<file path="config.mk">
export PLATFORM = sky130hd
export DESIGN_NAME = dcdma_top
export DESIGN_NICKNAME = d
export VERILOG_FILES = /design/src/dcdma_pkg.sv /design/src/dcdma_top.sv
export SDC_FILE = /design/constraint.sdc
export NUM_CORES = 1
export LEC_CHECK = 0
export ABC_AREA = 1
export BUFFER_PORTS_ARGS = -buffer_cell sky130_fd_sc_hd__buf_2
export CAP_MARGIN = 20
export CORE_MARGIN = 4
export CORE_UTILIZATION = 49
export DETAILED_ROUTE_END_ITERATION = 8
export PLACE_DENSITY_LB_ADDON = 0.2
export SLEW_MARGIN = 20
export SYNTH_ARGS = -nofsm -noshare
export SYNTH_HDL_FRONTEND = slang
export SYNTH_SLANG_ARGS = --single-unit
</file>
<file path="constraint.sdc">
create_clock -name CLOCK -period 3.65 [get_ports CLOCK]
set_clock_uncertainty 0.2 [all_clocks]
set_input_delay 1.095 -clock CLOCK [delete_from_list [all_inputs] [get_ports CLOCK]]
set_output_delay 1.095 -clock CLOCK [all_outputs]
set_load 0.01 [all_outputs]
</file>
<file path="src/dcdma_pkg.sv">
// package: constants and carrier types for the two-channel dma sequencer
package dcdma_pkg;
    // request source select, address bits 17:16 of channel 0
    localparam logic [1:0] SEL_PIN = 2'h0;
    localparam logic [1:0] SEL_SER0 = 2'h1;
    localparam logic [1:0] SEL_SER1 = 2'h2;
    // field positions
    localparam int SEL_LO = 16;
    localparam int CARRY_BIT = 16;
    localparam int SENSE_CH0_BIT = 3;
    localparam int SENSE_CH1_BIT = 2;
    // reset values
    localparam logic [7:0] WAIT_CTRL_RST = 8'h00;
    // timing: automatic io wait states, boundary idle states
    localparam logic [1:0] IO_AUTO_WAITS = 2'h1;
    localparam logic [1:0] BOUNDARY_IDLES = 2'h1;
    localparam logic [7:0] IO_ADDR_HI_ZERO = 8'h00;
    // access kind of one bus cycle
    typedef enum logic [1:0] {DCD_MEM, DCD_MMIO, DCD_IO} dcdma_space_t;
    // one bus access request and its attributes
    typedef struct packed {
        logic [19:0] addr;
        logic [7:0] data;
        logic write;
        logic last;
        logic chan;
        dcdma_space_t space;
    } dcdma_acc_t;
endpackage

</file>
<file path="src/dcdma_top.sv">
// top: channel sequencing, request sensing and bus cycle generation
module dcdma_top (
    input wire logic CLOCK,
    input wire logic RST,
    input wire logic XFER_REQUEST_CH0_N,
    input wire logic XFER_REQUEST_CH1_N,
    input wire logic EXTERNAL_MASTER_REQUEST_N,
    input wire logic NMI_N,
    input wire logic WAIT_N,
    input wire logic SERIAL_RX_FULL_FLAG0,
    input wire logic SERIAL_RX_FULL_FLAG1,
    input wire logic SERIAL_TX_EMPTY_FLAG0,
    input wire logic SERIAL_TX_EMPTY_FLAG1,
    input wire logic SERIAL_CLOCK1_DISABLE,
    input wire logic [7:0] DMA_WAIT_CONTROL_WR,
    input wire logic WAIT_CONTROL_WE,
    input wire logic [3:0] CHANNEL0_MODE_WR,
    input wire logic MODE_WE,
    input wire logic [7:0] STATUS_WR,
    input wire logic STATUS_WE,
    input wire logic [19:0] SOURCE_ADDRESS_CH0,
    input wire logic [19:0] DESTINATION_ADDRESS_CH0,
    input wire logic [15:0] BYTE_COUNT_CH0_WR,
    input wire logic COUNT0_WE,
    input wire logic [19:0] MEMORY_ADDRESS_CH1,
    input wire logic [15:0] IO_ADDRESS_CH1,
    input wire logic [15:0] BYTE_COUNT_CH1_WR,
    input wire logic COUNT1_WE,
    input wire logic [7:0] BUS_DATA_IN,
    input wire logic BUS_READY,
    output logic [19:0] BUS_ADDR,
    output logic [7:0] BUS_DATA_OUT,
    output logic BUS_WRITE,
    output logic MEMORY_REQUEST_STROBE_N,
    output logic IO_REQUEST_STROBE_N,
    output logic TRANSFER_END_CH0_N,
    output logic TRANSFER_END_CH1_N,
    output logic EXTERNAL_MASTER_GRANT_N,
    output logic DMA_OWNS_BUS,
    output logic TERMINATION_IRQ,
    output logic [7:0] DMA_STATUS_RD,
    output logic [15:0] BYTE_COUNT_CH0,
    output logic [15:0] BYTE_COUNT_CH1
);
    typedef enum logic [2:0] {IDLE, READ, WRITE, HOLD} dcdma_state_t;

    // pin synchronisers: stage 1 feeds only stage 2
    logic [3:0] sync1_q;
    logic [3:0] sync2_q;
    logic req0_prev_q, req1_prev_q, nmi_prev_q;
    always_ff @(posedge CLOCK)
    begin
        sync1_q <= {NMI_N, EXTERNAL_MASTER_REQUEST_N,
                    XFER_REQUEST_CH1_N, XFER_REQUEST_CH0_N};
        sync2_q <= sync1_q;
        req0_prev_q <= sync2_q[0];
        req1_prev_q <= sync2_q[1];
        nmi_prev_q <= sync2_q[3];
    end
    wire pin_req0_n = sync2_q[0];
    wire pin_req1_n = sync2_q[1];
    wire ext_req_n = sync2_q[2];
    wire nmi_fall = nmi_prev_q & ~sync2_q[3];

    // control registers, cleared by reset except the byte counts and the address regs loaded from ports
    logic [7:0] wctl_q;
    logic [3:0] mode_q;
    logic de0_q, de1_q, channel0_irq_enable_q, channel1_irq_enable_q, dme_q;
    logic [15:0] cnt0_q, cnt1_q;
    logic [19:0] sa_q, da_q, ma_q;
    dcdma_state_t st_q;
    logic chan_q, ended_q, grant_q;
    logic [7:0] data_q;
    logic [1:0] waits_q;
    logic edge0_q, edge1_q;
    logic [19:0] prev_addr_q;
    logic [19:0] cur_addr;

    wire sense0_edge = wctl_q[dcdma_pkg::SENSE_CH0_BIT];
    wire sense1_edge = wctl_q[dcdma_pkg::SENSE_CH1_BIT];
    // mode: bits 3:2 destination kind, 1:0 source kind; 2'h2 means io
    wire src_io = mode_q[1:0] == 2'h2;
    wire dst_io = mode_q[3:2] == 2'h2;
    wire mem2mem = ~src_io & ~dst_io;
    wire [1:0] ssel = SOURCE_ADDRESS_CH0[dcdma_pkg::SEL_LO +: 2];
    wire [1:0] dsel = DESTINATION_ADDRESS_CH0[dcdma_pkg::SEL_LO +: 2];
    wire ser_req = (ssel == dcdma_pkg::SEL_SER0 & SERIAL_RX_FULL_FLAG0) |
                   (ssel == dcdma_pkg::SEL_SER1 & SERIAL_RX_FULL_FLAG1) |
                   (dsel == dcdma_pkg::SEL_SER0 & SERIAL_TX_EMPTY_FLAG0) |
                   (dsel == dcdma_pkg::SEL_SER1 & SERIAL_TX_EMPTY_FLAG1);
    wire use_pin0 = ssel == dcdma_pkg::SEL_PIN & dsel == dcdma_pkg::SEL_PIN;
    // pin acts as request whenever both channel 0 address select fields are SEL_PIN
    wire req0_n = use_pin0 ? pin_req0_n : ~ser_req;
    logic req0_d_prev_q;
    wire fall0 = req0_d_prev_q & ~req0_n;
    wire fall1 = req1_prev_q & ~pin_req1_n;

    wire want0 = de0_q & dme_q & (mem2mem | (sense0_edge ? edge0_q : ~req0_n));
    wire want1 = de1_q & dme_q & (sense1_edge ? edge1_q : ~pin_req1_n);
    // channel 0 first, but no preemption
    wire pick1 = ~want0 & want1;
    // external master wins at access boundary
    wire ext_wins = ~ext_req_n;

    // addresses for current access
    // channel 1: direction bit low reads memory and writes io
    wire rd_io = chan_q ? wctl_q[1] : src_io;
    wire wr_io = chan_q ? ~wctl_q[1] : dst_io;
    always_comb
    begin
        cur_addr = 20'h00000;
        if (chan_q)
            cur_addr = (st_q == READ) == wctl_q[1] ?
                       {4'h0, IO_ADDRESS_CH1} : ma_q;
        else
            cur_addr = (st_q == READ) ? sa_q : da_q;
    end
    wire cur_io = (st_q == READ) ? rd_io : wr_io;
    // 64kb crossing: bit 16 changes between accesses
    wire crossing = cur_addr[dcdma_pkg::CARRY_BIT] !=
                    prev_addr_q[dcdma_pkg::CARRY_BIT];
    wire cnt_last = chan_q ? cnt1_q == 16'h0001 : cnt0_q == 16'h0001;

    // enable write only with guard low
    wire wr_de0 = STATUS_WE & ~STATUS_WR[6] & STATUS_WR[7];
    wire wr_de1 = STATUS_WE & ~STATUS_WR[5] & STATUS_WR[4];

    // main sequencer; address bumps by mode (up only keeps it small)
    always_ff @(posedge CLOCK)
    begin
        req0_d_prev_q <= req0_n;
        if (COUNT0_WE)
            cnt0_q <= BYTE_COUNT_CH0_WR;
        if (COUNT1_WE)
            cnt1_q <= BYTE_COUNT_CH1_WR;
        if (RST)
        begin
            wctl_q <= dcdma_pkg::WAIT_CTRL_RST;
            mode_q <= 4'h0;
            de0_q <= 1'b0; de1_q <= 1'b0;
            channel0_irq_enable_q <= 1'b0; channel1_irq_enable_q <= 1'b0;
            dme_q <= 1'b0;
            st_q <= IDLE;
            chan_q <= 1'b0;
            ended_q <= 1'b0;
            grant_q <= 1'b0;
            waits_q <= 2'h0;
            edge0_q <= 1'b0; edge1_q <= 1'b0;
            prev_addr_q <= 20'h00000;
            data_q <= 8'h00;
        end
        else
        begin
            if (WAIT_CONTROL_WE)
                wctl_q <= DMA_WAIT_CONTROL_WR;
            if (MODE_WE)
                mode_q <= CHANNEL0_MODE_WR;
            if (STATUS_WE)
            begin
                channel0_irq_enable_q <= STATUS_WR[2];
                channel1_irq_enable_q <= STATUS_WR[1];
                dme_q <= STATUS_WR[0];
            end
            // enable write reloads addresses or resumes
            if (wr_de0)
            begin
                de0_q <= 1'b1;
                dme_q <= 1'b1;
                // a still-enabled channel resumes where it was suspended
                if (!de0_q)
                begin
                    sa_q <= SOURCE_ADDRESS_CH0;
                    da_q <= DESTINATION_ADDRESS_CH0;
                end
            end
            if (wr_de1)
            begin
                de1_q <= 1'b1;
                dme_q <= 1'b1;
                if (!de1_q)
                    ma_q <= MEMORY_ADDRESS_CH1;
            end
            // nmi clears master enable; the clear beats a same-cycle write
            if (nmi_fall)
                dme_q <= 1'b0;
            if (fall0)
                edge0_q <= 1'b1;
            if (fall1)
                edge1_q <= 1'b1;
            unique case (st_q)
                IDLE:
                begin
                    grant_q <= ext_wins;
                    if (!ext_wins && (want0 || want1))
                    begin
                        chan_q <= pick1;
                        st_q <= READ;
                        waits_q <= 2'h0;
                        if (!pick1 && !fall0)
                            edge0_q <= 1'b0;
                        if (pick1 && !fall1)
                            edge1_q <= 1'b0;
                    end
                end
                READ, WRITE:
                begin
                    if (waits_q == 2'h0 && (cur_io || crossing))
                        waits_q <= cur_io ? dcdma_pkg::IO_AUTO_WAITS :
                                   dcdma_pkg::BOUNDARY_IDLES;
                    if (waits_q != 2'h0)
                        waits_q <= waits_q - 2'h1;
                    if (waits_q == 2'h1 || (waits_q == 2'h0 && !cur_io &&
                        !crossing))
                        if (BUS_READY && WAIT_N)
                        begin
                            prev_addr_q <= cur_addr;
                            waits_q <= 2'h0;
                            if (st_q == READ)
                            begin
                                data_q <= BUS_DATA_IN;
                                st_q <= ext_wins ? HOLD : WRITE;
                            end
                            else
                            begin
                                if (chan_q)
                                begin
                                    cnt1_q <= cnt1_q - 16'h0001;
                                    ma_q <= ma_q + 20'h00001;
                                end
                                else
                                begin
                                    cnt0_q <= cnt0_q - 16'h0001;
                                    if (!src_io)
                                        sa_q <= sa_q + 20'h00001;
                                    if (!dst_io)
                                        da_q <= da_q + 20'h00001;
                                end
                                if (cnt_last && chan_q)
                                    de1_q <= 1'b0;
                                if (cnt_last && !chan_q)
                                    de0_q <= 1'b0;
                                st_q <= IDLE;
                            end
                        end
                end
                HOLD:
                begin
                    // resume write after external master leaves
                    grant_q <= ext_wins;
                    if (!ext_wins)
                        st_q <= WRITE;
                end
                default:
                    st_q <= IDLE;
            endcase
        end
    end

    // bus outputs; strobes low only during dma access
    wire active = st_q == READ || st_q == WRITE;
    assign MEMORY_REQUEST_STROBE_N = ~(active & ~cur_io);
    assign IO_REQUEST_STROBE_N = ~(active & cur_io);
    assign BUS_ADDR = active ? cur_addr : 20'h00000;
    assign BUS_DATA_OUT = data_q;
    assign BUS_WRITE = st_q == WRITE;
    // end strobe with last write; channel 0 only while shared pin enabled
    assign TRANSFER_END_CH0_N = ~(st_q == WRITE & ~chan_q & cnt_last &
                                  SERIAL_CLOCK1_DISABLE);
    assign TRANSFER_END_CH1_N = ~(st_q == WRITE & chan_q & cnt_last);
    assign EXTERNAL_MASTER_GRANT_N = ~grant_q;
    assign DMA_OWNS_BUS = st_q != IDLE && st_q != HOLD;
    assign TERMINATION_IRQ = (~de0_q & channel0_irq_enable_q) | (~de1_q & channel1_irq_enable_q);
    // same layout as the status write; guard bits read 0
    assign DMA_STATUS_RD = {de0_q, 2'h0, de1_q, 1'b0, channel0_irq_enable_q, channel1_irq_enable_q, dme_q};
    assign BYTE_COUNT_CH0 = cnt0_q;
    assign BYTE_COUNT_CH1 = cnt1_q;
endmodule

</file>
== Word-level counts from Yosys, hierarchy flattened ==
Cells that the tools add are included.
Storage, ports and cells
  bits in registers: 150
  bits in latches: 0
  memory bits (writable): 0
  ROM bits: 0
  bits of input ports: 154
  memories kept: 0
Cells by class
  $add $sub $neg: 6
  multipliers: 0
  divide/modulo/power cells: 0
  order comparisons: 0
  eq/ne operators: 19
  shifts and indexed selects: 0
  mux-type cells: 84
  bitwise logic cells: 52
  reduce and logical (&&, ||, !) cells: 36
Operators with widths (number)
  $mux 20: 27
  $mux 16: 14
  $add 20x1->20 const B: 3
  $eq 16x1->1 const B: 2
  $sub 16x1->16 const B: 2
  $mux 1: 31
  $and 1x1->1: 27
  $not 1->1: 20
  $mux 2: 6
  $mux 3: 4
  $logic_and 1x1->1: 10
  $pmux 3 s3: 1
  $eq 2x2->1 const B: 4
  $ne 2x2->1 const B: 4
  $reduce_and 4->1: 2
  $eq 2x1->1 const B: 3
  $eq 3x2->1 const B: 2
  $logic_not 1->1: 6
  $logic_not 2->1: 3
  $reduce_bool 3->1: 2
  $reduce_or 2->1: 3
  $or 1x1->1: 5
  $logic_or 1x1->1: 4
  $pmux 2 s2: 1
  other kinds (9): 11

== Logic depth before layout (Yosys ltp) ==
Gate-level depths: netlist of run 1.
  word-level depth: 18
  gate-level depth with buffers: 19
  depth with buffers taken out: 17

== Least setup slack after synthesis of run 1 ==
Ideal clock, no wire load.
  path type: input -> register
  start point: input port RST
  end point: register data_q[5] (netlist: BUS_DATA_OUT[5])
  arrival: 3.492 ns
  required time: 3.375 ns
  setup slack: -0.117 ns
  stages on the path: 4
  path through: inv_1 clkbuf_1 o21ai_0 nor2_1
RTL lines
  from (decl): RTL line dcdma_top.sv:4  | input wire logic RST,
  to (signal assigned): RTL line dcdma_top.sv:150  | data_q <= 8'h00;
  to (signal assigned): RTL line dcdma_top.sv:220  | data_q <= BUS_DATA_IN;
  to (decl): RTL line dcdma_top.sv:73  | logic [7:0] data_q;

== Worst setup path in the final report of run 1 ==
  start point: register st_q[1]
  end point: output port BUS_ADDR[10]
Between the ends
  longest elaborated chain between the ends: 5
  elaborated cells on any way between the ends: 8
RTL lines
  from (decl): RTL line dcdma_top.sv:71  | dcdma_state_t st_q;
  from (signal assigned): RTL line dcdma_top.sv:221  | st_q <= ext_wins ? HOLD : WRITE;
  $eq 3x1->1: RTL line dcdma_top.sv:113, dcdma_top.sv:116, dcdma_top.sv:260
  $eq 1x1->1: RTL line dcdma_top.sv:113  | cur_addr = (st_q == READ) == wctl_q[1] ?
  $mux 20: RTL line dcdma_top.sv:113
  $mux 20: RTL line dcdma_top.sv:112  | if (chan_q)
  $mux 20 (*): RTL line dcdma_top.sv:263  | assign BUS_ADDR = active ? cur_addr : 20'h00000;
  to (decl): RTL line dcdma_top.sv:31  | output logic [19:0] BUS_ADDR,
Every way passes the cells marked *; elsewhere a longest branch is shown, timed or not.

==> results_dict.tcl, run 1 <==
set metrics [dict create \
    run_status "finished, final reports clean" \
    boundaryPins 230 \
    die_h_um 144 \
    grt_pass1_vias 8531 \
    placement.cell_area_sq_um 10200 \
    cts_tree "built" \
    preCtsSetupSlack_ps 436 \
    first_pass_iters 5 \
    first_iter_violations 777 \
    final_net_count 1658 \
    synth_largest_area_cell "edfxtp_1" \
    yosysSeqAreaShare_pct 36.0 \
    path_delay_family "buffers and inverters" \
    crit_path_max_incr_delay_ps 380 \
    antenna_found_initial 1 \
    path_cells "inv_1 > ha_2 > inv_2 > nand2_1 > nand2_1 > inv_2 > buf_12 > o21ai_0 > a21oi_2 > o21ai_0 > inv_1 > buf_2" \
    timing.final.crit_share_pct 96.7 \
    area_growth_pct 20.4 \
    drv_cap 0 \
    worst_hold_path.num_cells 0 \
    num_vias 9151 \
    hold_viol 0 \
    clk_latency_ps 420 \
    rsz0062_at_grt "false" \
    timing.fmax_mhz 283 \
    grt_use_total_pct 25.5 \
    dp_cells 1701 \
    io_buffers 220 \
    hpwl_um 19700 \
    power.density_nw_per_um2 479 \
    numCtsBuffers 17 \
    synth_mux_area_share_pct 0.792 \
    synth_top_family_by_area "simple AND/OR/NAND/NOR gates" \
    core_sq_um 18000 \
    crit_buf_inv 6 \
    num_rows 49 \
    holdWs_ps 127 \
    dieArea_sq_um 20600 \
    critical-path-slowest-cell "dfxtp_1" \
    required_ps 2350 \
    cts_sinks 132 \
    crit_fanout 18 \
    grt_max_degree 85 \
    critPathKind "register to output port" \
    ys_warn_count 0 \
    r2r-end "sa_q[3]" \
    cts_setup_buffers 0 \
    drc 0 \
    synthArstFlopShare_pct 0 \
    globalRouteOverflowTotal 0 \
    syn-mean-instance-area_sq_um 6.95 \
    critPathLaunch "st_q[1]" \
    min-delay-path-class "register to register" \
    htree_levels 4 \
    synthTopCellsByCount "nand2_1, o21ai_0, inv_1" \
    total_power_mw 5.19 \
    viasPerCell 5.28 \
    synth-xor-area-share_pct 6.61 \
    crit_path_end_kind "output port" \
    initial_core_util_pct 50.0 \
    yosysMostFrequentCell "nand2_1" \
    drive_above_1_share_pct 21.7 \
    fin_ws_ps 121 \
    ir_worst_vdd_v 0.000374 \
    final-instance-count-excl-fill 1734 \
    grt_pass1_wl_um 42000 \
    r2r_slack_ps 490 \
    worstMarginPinSlew_ps 790 \
    critPathLaunchType "register" \
    synth.top_cell.area_share_pct 20.0 \
    synth_compound_area_share_pct 17.3 \
    final_area_sq_um 10800 \
    drt-total-wl_um 26700 \
    gp_congestion 0.921 \
    antenna_cells 0 \
    min_period_ps 3530 \
    synth_enable_flop_cells 60 \
    die_x_um 144 \
    slew_headroom_pct 47.3 \
    synth_adder_area_share_pct 1.67 \
    antenna_left 0 \
    syn_area_sq_um 9000 \
    synthCells 1295 \
    wl_per_cell_um 15.4 \
    synthTopCellsByArea "edfxtp_1, dfxtp_1, nand2_1" \
    synth_top_flop_cell "dfxtp_1" \
    cp.depth 12 \
    r2r_start "st_q[0]" \
    ys_seq_elements 132 \
    cts-root-buf "clkbuf_16" \
    crit_end "BUS_ADDR[10]" \
    final_util_pct 60.1 \
    tns_ps 0 \
    r2r_cells 7 \
    clkTransAtPathRegs_ps 60 \
    synth-simple-area-share_pct 27.3 \
    setup_viol_count_final 0 \
    cp.arrival_ps 2230 \
    ys_types 47 \
    drv_slew 0 \
    cts_buffer_depth 2 \
    cellLeakagePower_nw 5.25 \
]
-- kinds of logic (layout without fill, tap and decap cells) --
logic type,Yosys count,after routing
adder cells (fa/ha/maj),12,12
multiplexers,7,7
XOR/XNOR,68,68
other,1,3
AO/OA/AOI/OAI,285,285
AND/OR/NAND/NOR,573,573
buffers and inverters,217,425
flip-flops,132,132
-- sequential cells by signal (all words and copies together) (netlist names), 2 cells and up --
| signal | cells |
|---|---|
| da_q | 20 |
| ma_q | 20 |
| sa_q | 20 |
| BYTE_COUNT_CH0 | 16 |
| BYTE_COUNT_CH1 | 16 |
| BUS_DATA_OUT | 8 |
| mode_q | 4 |
| sync1_q | 4 |
| sync2_q | 4 |
| wctl_q | 3 |
| st_q | 2 |
| waits_q | 2 |
-- area by class of cell --
type | instances | area (sq um)
fill | 1740 | 7190
inverter | 159 | 603
timing repair buffer | 234 | 1250
tap | 229 | 287
clock inverter | 13 | 118
clock buffer | 19 | 475
sequential | 132 | 3240
multi-input combinational | 948 | 4860
-- power breakdown --
part	total, mW	internal, mW	switching, mW
Sequential	1.94	1.75	0.187
Combinational	1.52	0.569	0.947
Clock	1.73	1.03	0.706
Total	5.19	3.35	1.84
-- cells in the final DEF (no fill, tap or decap), drive strengths merged, types with 56 or more instances in the layout --
| cell | count |
|---|---|
| a21oi | 56 |
| xor2 | 61 |
| buf | 233 |
| o21ai | 201 |
| nor2 | 130 |
| inv | 162 |
| nand2 | 328 |
| dfxtp | 72 |
| nand3 | 67 |
| edfxtp | 60 |
-- worst min-delay path by stage --
stage               startpoint          to  slack (ps)
CTS                 sync1_q[1]  sync2_q[1]         130
finish              sync1_q[0]  sync2_q[0]         130
detailed placement  sync1_q[1]  sync2_q[1]         120
global route        sync1_q[1]  sync2_q[1]         140
global placement    sync1_q[0]  sync2_q[0]         110
floorplan           sync1_q[0]  sync2_q[0]         110
-- timing repair --
item                                    4_1_cts  5_1_grt
gates cloned                                  0        1
endpoints found under the setup margin        1       17
resized for setup                             1        7
hold buffers                                  0        0
-- metal layers --
metal / track usage (%) / wire (um)
met3: 4.89 / 2310
met1: 33.6 / 11500
met4: 8.18 / 547
met5: 0 / 13
met2: 42.4 / 12300
No activity file was read; power rests on OpenSTA's default activity.
==> inputs of run 2 (changes only) <==
Settings changed: CORE_UTILIZATION 49 to 54.
Clock period 3.65 ns to 4 ns, I/O delays scaled along.
==> results_dict.tcl, run 2 (synthesis results as in run 1) <==
set metrics [dict create \
    run_status "finished, final reports clean" \
    antenna_cells 0 \
    min_period_ps 3770 \
    met1_usage_pct 34.5 \
    pwr-share-seq_pct 38.0 \
    min-delay-path-class "register to register" \
    antenna_left 0 \
    setup_viol_count_final 0 \
    crit_path_end_kind "output port" \
    num_rows 46 \
    wl_per_cell_um 14.6 \
    cts_sinks 132 \
    r2r_start "st_q[0]" \
    htree_levels 4 \
    timing.fmax_mhz 265 \
    total_power_mw 4.65 \
    drv_cap 0 \
    p_int_mw 2.96 \
    final_net_count 1653 \
    hpwl_um 18600 \
    seqCellArea_sq_um 3240 \
    multi_input_area_sq_um 4860 \
    critical-path-slowest-cell "dfxtp_1" \
    globalRouteOverflowTotal 0 \
    dp_cells 1684 \
    drc 0 \
    grt_use_met2_pct 44.1 \
    fillers 1424 \
    critPathKind "register to output port" \
    first_pass_iters 6 \
    cts-root-buf "clkbuf_16" \
    boundaryPins 230 \
    pwr-share-clk_pct 33.0 \
    drt-total-wl_um 25100 \
    worstMarginPinSlew_ps 853 \
    clkTransAtPathRegs_ps 60 \
    crit_path_max_incr_delay_ps 380 \
    p_sw_mw 1.69 \
    combPwrFrac_pct 29.0 \
    die_h_um 137 \
    io_buffers 220 \
    hold_viol 0 \
    path_cells "inv_1 > ha_1 > buf_4 > nand2_1 > nand2_1 > inv_1 > buf_6 > o21ai_0 > a21oi_1 > o21ai_0 > inv_1 > buf_2" \
    crit_path_frequent_cell "inv_1" \
    required_ps 2600 \
    dieArea_sq_um 18800 \
    largestRegisters "da_q (20), ma_q (20), sa_q (20)" \
    hold_path_startpoint "sync1_q[2]" \
    initial_core_util_pct 55.9 \
    slew_headroom_pct 43.1 \
    cellLeakagePower_nw 5.20 \
    busiest_layer "met2" \
    antenna_found_initial 0 \
    power.density_nw_per_um2 433 \
    grt_pass1_wl_um 39900 \
    drive_above_1_share_pct 21.2 \
    crit_fanout 35 \
    gp_congestion 0.906 \
    drv_slew 0 \
    tns_ps 0 \
    timing.final.crit_share_pct 94.3 \
    critPathLaunchType "register" \
    grt_use_total_pct 26.5 \
    rsz0062_at_grt "false" \
    final_util_pct 66.6 \
    cts_tree "built" \
    core_sq_um 16100 \
    ir_worst_vdd_v 0.000300 \
    numCtsBuffers 17 \
    cp.arrival_ps 2370 \
    grt_max_degree 62 \
    grtUsageMet3_pct 5.66 \
    viasPerCell 5.32 \
    area_growth_pct 19.3 \
    final-instance-count-excl-fill 1716 \
    critPathLaunch "st_q[1]" \
    cts_buffer_depth 2 \
    final_cell_mix "nand2_1, buf_2, o21ai_0" \
    final_common_cell "nand2_1" \
    die_x_um 137 \
    clk_latency_ps 420 \
    first_iter_violations 712 \
    p_sw_share_pct 36.3 \
    grt_pass1_vias 8370 \
    num_vias 9121 \
]
==> run 2: changes by cell type in the layout (fill, tap and decap cells not counted), moves of 2 or more <==
cell and change:
o21ai_1 -2, clkinv_2 -4, buf_4 -4, clkbuf_16 -2, o21ai_0 +2, inv_8 +5
==> run 2: worst max-delay path, delay by kind of cell, from the launching register on <==
kind / cells / cell delay (ps)
AOI/OAI and AO/OA: 3 / 480
adders and majority gates: 1 / 180
buffers and inverters: 6 / 740
DFF: 1 / 380
and+or+nand+nor: 2 / 140
==> run 2: layer usage <==
metal  vias to the layer above  part of all wire, %
li1                       4618                    -
met1                      4085                   42
met2                       375                   47
met3                        43                  8.3
met4                         0                  2.3
met5                         -                    0
==> run 2: worst paths after layout <==
| kind | slack, ps | depth (start not counted) | end |
|---|---|---|---|
| worst max-delay path | 230 | 12 | BUS_ADDR[0] |
| worst min-delay path | 130 | 0 | sync2_q[2] |
| worst max register to register | 680 | 7 | sa_q[9] |
| worst min register to register | 130 | 0 | sync2_q[2] |
==> run 2: metrics by stage <==
step | hold WS, ps | setup WS, ps | instance area [sq um]
3_5_place_dp | 112 | 621 | 10200
6_report | 127 | 228 | 10700
4_1_cts | 127 | 156 | 10700
3_3_place_gp | 112 | 663 | 10200
5_1_grt | 132 | 1.94 | 10700
2_1_floorplan | 110 | 128 | 9010
==> run 2: layout make-up <==
cell class | instances | area share (%)
Clock buffer | 18 | 4.19
Tap cell | 216 | 2.52
Multi-Input combinational cell | 948 | 45.2
Inverter | 159 | 5.62
Sequential cell | 132 | 30.2
Timing Repair Buffer | 229 | 11.0
Clock inverter | 14 | 1.22
==> run 2: power groups by stage <==
stage               clock [mW]  sequential, mW  combinational (mW)
global route              1.62            1.79                1.52
CTS                       1.56            1.76                1.34
global placement             0            1.79                1.30
finish                    1.53            1.77                1.35
detailed placement           0            1.79                1.33
floorplan                    0            1.77               0.901
==> run 2: repair_timing <==
item / CTS / global route
setup buffers: 0 / 0
setup endpoints to repair: 0 / 8
resized for setup: 0 / 1
hold buffers: 0 / 0
==> inputs of run 3 (changes only) <==
Settings changed: ABC_AREA 1 to not set, CORE_UTILIZATION 54 to 53.
==> results_dict.tcl, run 3 <==
set metrics [dict create \
    hold_path_startpoint "sync1_q[1]" \
    drv_cap 0 \
    io_buffers 220 \
    core_sq_um 15200 \
    final_common_cell "buf_2" \
    hpwl_um 19000 \
    grt_pass1_wl_um 41800 \
    critPathLaunch "BYTE_COUNT_CH1[8]" \
    final_net_count 1334 \
    r2r_slack_ps 550 \
    syn-mean-instance-area_sq_um 8.61 \
    slew_headroom_pct 41.5 \
    first_iter_violations 892 \
    drive_above_1_share_pct 28.0 \
    fillers 1309 \
    yosysSeqAreaShare_pct 39.3 \
    gp_congestion 0.915 \
    grt_use_total_pct 29.1 \
    cts_tree "built" \
    antenna_left 0 \
    rsz0062_at_grt "true" \
    num_rows 45 \
    grt_max_degree 41 \
    drt-total-wl_um 26000 \
    final_cell_mix "buf_2, nand2_1, nor2_1" \
    globalRouteOverflowTotal 0 \
    drc 0 \
    r2r_cells 11 \
    htree_levels 4 \
    boundaryPins 230 \
    min-delay-path-class "register to register" \
    first_pass_iters 5 \
    dp_cells 1337 \
    wl_per_cell_um 19.0 \
    cellLeakagePower_nw 4.13 \
    yosysMostFrequentCell "nand2_1" \
    clk_latency_ps 430 \
    critPathKind "register to output port" \
    fin_ws_ps -3.99 \
    grt_pass1_vias 8091 \
    synth_enable_flop_cells 60 \
    cts_setup_buffers 0 \
    run_status "finished, violations left" \
    largestRegisters "da_q (20), ma_q (20), sa_q (20)" \
    final_util_pct 66.9 \
    synth_largest_area_cell "edfxtp_1" \
    violations "setup timing" \
    synthArstFlopShare_pct 0 \
    ir_worst_vdd_v 0.000387 \
    die_h_um 133 \
    dieArea_sq_um 17600 \
    ys_types 76 \
    worstMarginPinSlew_ps 878 \
    r2r_start "st_q[1]" \
    tns_ps -3.99 \
    timing.fmax_mhz 250 \
    cp.arrival_ps 2600 \
    drv_slew 0 \
    hold_path_end "sync2_q[1]" \
    required_ps 2600 \
    crit_path_end_kind "output port" \
    ys_warn_count 0 \
    numCtsBuffers 17 \
    synthCells 959 \
    viasPerCell 6.24 \
    setup_viol_count_final 1 \
    clkTransAtPathRegs_ps 50 \
    crit_fanout 4 \
    die_x_um 133 \
    cts_sinks 132 \
    initial_core_util_pct 54.3 \
    min_period_ps 4000 \
    synthTopCellsByArea "edfxtp_1, dfxtp_1, nand2_1" \
    synthTopCellsByCount "nand2_1, nor2_1, dfxtp_1" \
    antenna_found_initial 1 \
    preCtsSetupSlack_ps 168 \
    timing.final.crit_share_pct 100 \
    cts_buffer_depth 2 \
    worst_hold_path.num_cells 0 \
    synth_top_flop_cell "dfxtp_1" \
    holdWs_ps 126 \
    cts-root-buf "clkbuf_16" \
    ys_seq_elements 132 \
    r2r-end "da_q[9]" \
    num_vias 8543 \
    power.density_nw_per_um2 455 \
    syn_area_sq_um 8250 \
    hold_viol 0 \
    final-instance-count-excl-fill 1370 \
    synth.top_cell.area_share_pct 21.8 \
    critPathLaunchType "register" \
    area_growth_pct 23.2 \
]
## run 3: changes by cell type in the layout (fill, tap and decap cells not counted), sizes merged, moves of 23 or more
cell    before  now
nand2      328  106
o21ai      201   46
inv        167   37
xor2        61    4
nor2       130   85
a211oi       3   37
nand3       67   43
nor2b        0   23
## run 3: area by class of cell
cell class | instances | area (sq um) | share of cell area [%]
clock buffer | 27 | 567 | 5.57
tap | 188 | 235 | 2.31
inverter | 36 | 135 | 1.33
multi-input combinational | 734 | 4620 | 45.5
antenna | 1 | 2.50 | 0.0246
sequential | 132 | 3250 | 31.9
clock inverter | 5 | 55.1 | 0.541
timing repair buffer | 247 | 1310 | 12.9
## run 3: worst max-delay path, stage by stage, from the launching register on
cell and delay (ps):
dfxtp_2 330, or4_4 550, or4_4 450, or4_4 460, nor4_4 170, nand2_1 80, buf_2 140
## run 3: logic make-up (layout without fill, tap and decap cells)
logic type	count (synthesis)	after routing	share of synthesized area (%)
other cells	1	4	0.0454
fa+ha+maj	12	12	1.82
flops	132	132	39.3
buf+inv	95	315	5.22
mux	27	27	3.29
xor+xnor	9	9	1.05
simple gates	398	398	24.2
compound gates	285	285	25.1
## run 3: what timing repair did
action / CTS / global route
setup endpoints to repair: 2 / 4
pin swaps: 1 / 0
gates resized for setup: 4 / 3
gates cloned: 0 / 0
hold buffers: 0 / 0
## run 3: per-stage QoR
step / cell area, sq um / power [mW]
detailed placement: 9510 / 3.00
global placement: 9510 / 2.98
floorplan: 8260 / 2.52
CTS: 10200 / 4.62
finish: 10200 / 4.63
global route: 10200 / 4.84
## run 3: per-layer routing
metal  global-route usage [%]  vias to the layer above  routed length [um]
met4                     8.03                        0                 432
met2                     44.1                      458               11700
met5                        0                        -                   0
li1                         -                     4068                   -
met1                     40.6                     3981               11300
met3                     8.40                       36                2600
## run 3: power by group
part | total, mW | leakage [nW] | internal (mW) | switching, mW
clock | 1.62 | 0.309 | 1.03 | 0.587
combinational | 1.32 | 2.64 | 0.508 | 0.813
sequential | 1.69 | 1.19 | 1.54 | 0.144
## run 3: worst max-delay path by stage
| stage | endpoint | slack (ps) | cells after the start |
|---|---|---|---|
| global route | TRANSFER_END_CH1_N | -120 | 6 |
| finish | TRANSFER_END_CH1_N | -4 | 6 |
| detailed placement | TRANSFER_END_CH1_N | 170 | 6 |
| floorplan | BYTE_COUNT_CH0[8] | 130 | 6 |
| global placement | TRANSFER_END_CH1_N | 200 | 6 |
| CTS | TRANSFER_END_CH1_N | -40 | 6 |
